### src/hdl/fra_pkg.sv
`default_nettype none
package fra_pkg;
  localparam int unsigned FRA_DATA_W = 8;
  localparam int unsigned FRA_ADDR_W = 7;
  localparam int unsigned FRA_PC_W = 15;
  localparam int unsigned FRA_HI_W = 7;
  localparam int unsigned FRA_FILE_DEPTH = 128;
  localparam logic [14:0] FRA_PC_RST = 15'h0000;
  localparam logic [14:0] FRA_TOS_RST = 15'h0000;
  localparam logic [7:0] FRA_ACC_RST = 8'h00;
  localparam logic [7:0] FRA_ZERO_BYTE = 8'h00;
  localparam logic [7:0] FRA_ONE_BYTE = 8'h01;
  localparam logic [14:0] FRA_PC_STEP = 15'h0001;
  localparam logic [14:0] FRA_PC_SKIP = 15'h0002;
  localparam logic FRA_DEST_ACC = 1'b0;
  localparam logic FRA_DEST_FILE = 1'b1;

  typedef enum logic [2:0] {
    FRA_OP_CALL_VIA_ACC,
    FRA_OP_INVERT_FILE,
    FRA_OP_ZERO_FILE,
    FRA_OP_ZERO_ACC,
    FRA_OP_REDUCE_FILE,
    FRA_OP_REDUCE_SKIP,
    FRA_OP_RAISE_SKIP
  } fra_op_t;

  typedef enum logic [1:0] {
    FRA_ST_IDLE,
    FRA_ST_EXEC,
    FRA_ST_NOP
  } fra_state_t;
endpackage
`default_nettype wire

### src/hdl/fra_mem_if.sv
`timescale 1ns/100ps
`default_nettype none
interface fra_mem_if;
  logic [6:0] addr;
  logic [6:0] waddr;
  logic [7:0] wdata;
  logic we;
  logic [7:0] rdata;
  modport ctl (output addr, output waddr, output wdata, output we, input rdata);
  modport mem (input addr, input waddr, input wdata, input we, output rdata);
endinterface
`default_nettype wire

### src/hdl/fra_core.sv
`timescale 1ns/100ps
`default_nettype none
module fra_core (
  input wire logic mclk_in,
  input wire logic rstn_in,
  input wire logic op_valid_in,
  input wire fra_pkg::fra_op_t op_in,
  input wire logic [6:0] file_addr_in,
  input wire logic dest_sel_in,
  input wire logic [6:0] counter_high_latch_in,
  output logic ready_out,
  output logic [14:0] program_counter_out,
  output logic [14:0] stack_top_out,
  output logic push_out,
  output logic skip_out,
  output logic [7:0] accumulator_out,
  output logic null_result_flag_out
);
  typedef struct packed {
    fra_pkg::fra_state_t st;
    fra_pkg::fra_op_t op;
    logic [6:0] addr;
    logic dest;
    logic ready;
    logic [14:0] pc;
    logic [14:0] stack_top;
    logic push;
    logic skip;
    logic [7:0] acc;
    logic zf;
  } fra_core_state_t;

  fra_core_state_t cur_r;
  fra_core_state_t cur_nxt;
  logic [7:0] res;
  logic res_zero;
  logic routed;

  fra_mem_if mif ();

  fra_file_mem u_mem (
    .mclk_in(mclk_in),
    .mif(mif.mem)
  );

  always_comb begin
    case (cur_r.op)
      fra_pkg::FRA_OP_INVERT_FILE: res = ~mif.rdata;
      fra_pkg::FRA_OP_REDUCE_FILE,
      fra_pkg::FRA_OP_REDUCE_SKIP: res = mif.rdata - fra_pkg::FRA_ONE_BYTE;
      fra_pkg::FRA_OP_RAISE_SKIP: res = mif.rdata + fra_pkg::FRA_ONE_BYTE;
      default: res = fra_pkg::FRA_ZERO_BYTE;
    endcase
    res_zero = (res == fra_pkg::FRA_ZERO_BYTE);
    routed = (cur_r.op == fra_pkg::FRA_OP_INVERT_FILE) ||
             (cur_r.op == fra_pkg::FRA_OP_REDUCE_FILE) ||
             (cur_r.op == fra_pkg::FRA_OP_REDUCE_SKIP) ||
             (cur_r.op == fra_pkg::FRA_OP_RAISE_SKIP);
  end

  // read address follows the incoming operand while idle so data is ready in exec
  assign mif.addr = (cur_r.st == fra_pkg::FRA_ST_IDLE) ? file_addr_in : cur_r.addr;
  assign mif.waddr = cur_r.addr;
  assign mif.wdata = res;
  assign mif.we = (cur_r.st == fra_pkg::FRA_ST_EXEC) &&
                  ((cur_r.op == fra_pkg::FRA_OP_ZERO_FILE) ||
                   (routed && cur_r.dest == fra_pkg::FRA_DEST_FILE));

  always_comb begin
    cur_nxt = cur_r;
    cur_nxt.push = 1'b0;
    cur_nxt.skip = 1'b0;
    case (cur_r.st)
      fra_pkg::FRA_ST_IDLE: begin
        if (op_valid_in) begin
          cur_nxt.op = op_in;
          cur_nxt.addr = file_addr_in;
          cur_nxt.dest = dest_sel_in;
          cur_nxt.ready = 1'b0;
          cur_nxt.st = fra_pkg::FRA_ST_EXEC;
        end
      end
      fra_pkg::FRA_ST_EXEC: begin
        cur_nxt.pc = cur_r.pc + fra_pkg::FRA_PC_STEP;
        cur_nxt.ready = 1'b1;
        cur_nxt.st = fra_pkg::FRA_ST_IDLE;
        if (routed && cur_r.dest == fra_pkg::FRA_DEST_ACC) begin
          cur_nxt.acc = res;
        end
        case (cur_r.op)
          fra_pkg::FRA_OP_CALL_VIA_ACC: begin
            cur_nxt.stack_top = cur_r.pc + fra_pkg::FRA_PC_STEP;
            cur_nxt.push = 1'b1;
            cur_nxt.pc = {counter_high_latch_in, cur_r.acc};
            cur_nxt.ready = 1'b0;
            cur_nxt.st = fra_pkg::FRA_ST_NOP;
          end
          fra_pkg::FRA_OP_INVERT_FILE,
          fra_pkg::FRA_OP_REDUCE_FILE: begin
            cur_nxt.zf = res_zero;
          end
          fra_pkg::FRA_OP_ZERO_FILE: begin
            cur_nxt.zf = 1'b1;
          end
          fra_pkg::FRA_OP_ZERO_ACC: begin
            cur_nxt.acc = fra_pkg::FRA_ZERO_BYTE;
            cur_nxt.zf = 1'b1;
          end
          fra_pkg::FRA_OP_REDUCE_SKIP,
          fra_pkg::FRA_OP_RAISE_SKIP: begin
            // flags untouched; a zero result spends one more slot as a no-op
            if (res_zero) begin
              cur_nxt.skip = 1'b1;
              cur_nxt.pc = cur_r.pc + fra_pkg::FRA_PC_SKIP;
              cur_nxt.ready = 1'b0;
              cur_nxt.st = fra_pkg::FRA_ST_NOP;
            end
          end
          default: begin
            cur_nxt.st = fra_pkg::FRA_ST_IDLE;
          end
        endcase
      end
      fra_pkg::FRA_ST_NOP: begin
        cur_nxt.ready = 1'b1;
        cur_nxt.st = fra_pkg::FRA_ST_IDLE;
      end
      default: begin
        cur_nxt.st = fra_pkg::FRA_ST_IDLE;
      end
    endcase
  end

  always_ff @(posedge mclk_in) begin
    if (!rstn_in) begin
      cur_r.st <= fra_pkg::FRA_ST_IDLE;
      cur_r.op <= fra_pkg::FRA_OP_ZERO_ACC;
      cur_r.addr <= 7'h00;
      cur_r.dest <= fra_pkg::FRA_DEST_ACC;
      cur_r.ready <= 1'b1;
      cur_r.pc <= fra_pkg::FRA_PC_RST;
      cur_r.stack_top <= fra_pkg::FRA_TOS_RST;
      cur_r.push <= 1'b0;
      cur_r.skip <= 1'b0;
      cur_r.acc <= fra_pkg::FRA_ACC_RST;
      cur_r.zf <= 1'b0;
    end else begin
      cur_r <= cur_nxt;
    end
  end

  assign ready_out = cur_r.ready;
  assign program_counter_out = cur_r.pc;
  assign stack_top_out = cur_r.stack_top;
  assign push_out = cur_r.push;
  assign skip_out = cur_r.skip;
  assign accumulator_out = cur_r.acc;
  assign null_result_flag_out = cur_r.zf;

  logic take;
  assign take = ready_out && op_valid_in;
endmodule // fra_core
`default_nettype wire

### src/hdl/fra_file_mem.sv
`timescale 1ns/100ps
`default_nettype none
module fra_file_mem (
  input wire logic mclk_in,
  fra_mem_if.mem mif
);
  // no reset on the array: contents are undefined until written
  logic [7:0] mem_r [fra_pkg::FRA_FILE_DEPTH];
  logic [7:0] rdata_r;

  always_ff @(posedge mclk_in) begin
    if (mif.we) begin
      mem_r[mif.waddr] <= mif.wdata;
    end
    rdata_r <= mem_r[mif.addr];
  end

  assign mif.rdata = rdata_r;
endmodule // fra_file_mem
`default_nettype wire

### config.mk
export PLATFORM = sky130hd
export DESIGN_NAME = fra_core
export DESIGN_NICKNAME = d
export VERILOG_FILES = /design/src/hdl/fra_pkg.sv /design/src/hdl/fra_mem_if.sv /design/src/hdl/fra_core.sv /design/src/hdl/fra_file_mem.sv
export SDC_FILE = /design/constraint.sdc
export NUM_CORES = 2
export LEC_CHECK = 0
export CAP_MARGIN = 20
export CORE_MARGIN = 4
export CORE_UTILIZATION = 55
export CTS_BUF_LIST = sky130_fd_sc_hd__clkbuf_4 sky130_fd_sc_hd__clkbuf_8 sky130_fd_sc_hd__clkbuf_16
export CTS_CLUSTER_SIZE = 20
export DETAILED_ROUTE_END_ITERATION = 12
export DONT_BUFFER_PORTS = 1
export PLACE_DENSITY_LB_ADDON = 0.08
export REMOVE_ABC_BUFFERS = 1
export SLEW_MARGIN = 20
export SYNTH_ARGS = -nofsm -noshare
export SYNTH_HDL_FRONTEND = slang
export SYNTH_SLANG_ARGS = --single-unit
### constraint.sdc
create_clock -name mclk_in -period 8.5 [get_ports mclk_in]
set_input_delay 0 -clock mclk_in [delete_from_list [all_inputs] [get_ports mclk_in]]
set_output_delay 0 -clock mclk_in [all_outputs]
set_load 0.02 [all_outputs]
==> flow_summary_export.csv <==
group,metric,value,unit
critical_path,end_kind,"flip-flop",
logic_synthesis,ys_types,64,
timing,slew_violations,0,
global_route,grt_use_total,24.56,%
placement,gp_congestion,0.8844,
critical_path,path_class,"flip-flop to flip-flop",
logic_synthesis,avgSynthCellArea,17.77,um2
timing,setup_viol,0,
global_route,grt_max_degree,116,
layout,final_cell_mix,"edfxtp_1, nand2_1, mux4_2",
hold_path,hp-start,"file_addr_in[1]",
placement,dp.cells,3356,
logic_synthesis,synthCells,2453,
power_and_ir_drop,p_leak,15.37,nW
power_and_ir_drop,p_per_area,245.1,nW/um2
timing,setup_slack,3698,ps
logic_synthesis,synth_area,43580,um2
critical_path,r2r-end,"program_counter_out[4]$_SDFFE_PN0P_",
critical_path,r2r_cells,11,
floorplan,rows,102,
floorplan,die_area,83810,um2
floorplan,core_area,77980,um2
timing,maxSlewHeadroom,25.50,%
placement,port_buffers,0,
logic_synthesis,synth_top_area_share,70.55,%
floorplan,io_pins,63,
route,drt_iter0_drc,2280,
logic_synthesis,synth_ff_type,"edfxtp_1",
placement,hpwl,59370,um
global_route,grt_pass1_wl,150700,um
route,drc,0,
clocking,cts_buffers,108,
timing,rsz0062_at_grt,"false",
route,routed_wl,101400,um
critical_path,worst_setup_path_start_kind,"flip-flop",
route,drt_pass1_iterations,5,
timing,hold_ws,35.73,ps
logic_synthesis,ys_warn_count,0,
critical_path,reg2reg_slack,3700,ps
global_route,grt_pass1_vias,22800,
clocking,h-tree-depth,3,
clocking,clkLatencyLatePin,670,ps
timing,period_minus_slack,4802,ps
power_and_ir_drop,max-vdd-ir-drop,0.0002082,V
timing,fin_crit_sh,56.50,%
clocking,cts_tree,"yes",
timing,hold_viol,0,
layout,drive_gt1_share,20.16,%
status,outcome,"complete, no violations",
critical_path,r2r_start,"cur_r[51]$_SDFFE_PN1P_",
logic_synthesis,synth_edf_count,1024,
power_and_ir_drop,finalPower,11.82,mW
layout,layout_commonest_cell,"edfxtp_1",
route,vias_per_cell,6.302,
critical_path,path_max_fanout,35,
floorplan,die_h,289.5,um
critical_path,critPathArrivalTime,5400,ps
layout,finalInstanceArea,48240,um2
placement,dp_slack,3730,ps
clocking,cts_setup_buffers,0,
timing,setup_tns,0,ps
hold_path,hp-class,"input pin to flip-flop",
placement,placed_cell_area,44530,um2
clocking,clk_path_buf_depth,3,
layout,syn_to_final_growth,10.69,%
global_route,antenna_found_initial,4,
clocking,clkSinkCount,1087,
layout,postLayoutCoreUtil,61.87,%
flow_run,drv_cap,0,
route,drtAntennaViolNets,0,
clocking,clk_pin_slew,60,ps
timing,max_freq,208.2,MHz
layout,fin_nets,2484,
logic_synthesis,synth_top_area_cell,"edfxtp_1",
critical_path,crit_required,9090,ps
floorplan,initial_core_util,55.89,%
timing,worstMarginPinSlew,1094,ps
logic_synthesis,synth_area_leaders,"edfxtp_1, mux4_2, dfxtp_1",
timing,fin_worst_skew,29.60,ps
hold_path,min_path_cells,3,
logic_synthesis,ys_ff_latch,1087,
route,routedWlPerCell,28.35,um
floorplan,fp.dieW,289.5,um
hold_path,hold_path_end,"mif.waddr[1]$_SDFFE_PN0P_",
layout,fin_cells,3577,
logic_synthesis,ys_seq_area_share,73.45,%
logic_synthesis,synthArstFlopShare,0,%
global_route,grt_overflow,0,
clocking,root_buffer,"clkbuf_16",
route,num_vias,22540,
[cell usage after synthesis (10+ instances only)]
cell type / count
nor3_1: 14
xor2_1: 10
a21oi_1: 30
buf_4: 40
buf_2: 27
o21ai_0: 64
a31oi_1: 36
ha_1: 13
nand3_1: 50
buf_1: 17
nor2_1: 173
and2_1: 37
a311oi_1: 10
dfxtp_1: 63
nand2_1: 289
a211oi_1: 53
edfxtp_1: 1024
clkbuf_1: 89
mux4_2: 256
a221oi_1: 10
mux2i_1: 14
o22ai_1: 20
[layout make-up]
class	instances	area (um2)
Sequential cell	1087	32010
Fill cell	5548	29730
Multi-Input combinational cell	1181	10840
Clock buffer	150	3074
Tap cell	1040	1301
Timing Repair Buffer	61	569.3
Clock inverter	46	396.6
Inverter	10	42.54
Antenna cell	2	5.005
[layer usage]
| metal | global-route usage, % | routed length (um) |
|---|---|---|
| met1 | 35.25 | 42200 |
| met3 | 5.937 | 7827 |
| met5 | 0 | 8 |
| met4 | 7.683 | 3176 |
| met2 | 38.04 | 48190 |
[critical path: stages (launching register included)]
cell      delay [ps]
dfxtp_1          660
nand3b_1         470
fa_1             570
xnor2_1          310
o22ai_4          320
or3_1            400
nor3_1           190
nand3_1          180
nor4_4           830
mux2_2           420
a211o_1          260
a21oi_1          110
[timing repair]
action | in CTS | in global routing
hold buffers | 23 | 0
resized for setup | 0 | 0
hold endpoints to repair | 56 | 0
[logic make-up after synthesis]
kind of cell | count (synthesis) | synth area share, %
flops | 1087 | 73.45
simple gates | 610 | 6.003
mux | 279 | 13.78
compound gates | 262 | 3.990
buf+inv | 185 | 2.035
xor+xnor | 16 | 0.3215
fa+ha+maj | 14 | 0.4192
[sequential cells by signal, summed over array words and instances (netlist names)]
signal	cells
skip_out	1
accumulator_out	8
program_counter_out	15
mif.waddr	7
push_out	1
u_mem.mem_r	1024
u_mem.mif.rdata	8
ready_out	1
stack_top_out	15
null_result_flag_out	1
cur_r	6
[report_power, final]
group | internal (mW) | switching, mW
sequential | 6.02 | 0.0566
clock | 2.65 | 1.96
combinational | 0.376 | 0.753
total | 9.05 | 2.77
[worst max-delay path by stage]
stage | start | end | slack, ps
6_report | cur_r[51]$_SDFFE_PN1P_ | program_counter_out[4]$_SDFFE_PN0P_ | 3700
5_1_grt | cur_r[51]$_SDFFE_PN1P_ | program_counter_out[4]$_SDFFE_PN0P_ | 3390
4_1_cts | cur_r[51]$_SDFFE_PN1P_ | program_counter_out[4]$_SDFFE_PN0P_ | 3730
3_5_place_dp | cur_r[51]$_SDFFE_PN1P_ | program_counter_out[4]$_SDFFE_PN0P_ | 3730
3_3_place_gp | cur_r[51]$_SDFFE_PN1P_ | program_counter_out[4]$_SDFFE_PN0P_ | 3910
2_1_floorplan | cur_r[53]$_SDFFE_PN0P_ | u_mem.mif.rdata[4]$_DFF_P_ | -18100
(Power assumes the default switching activity.)
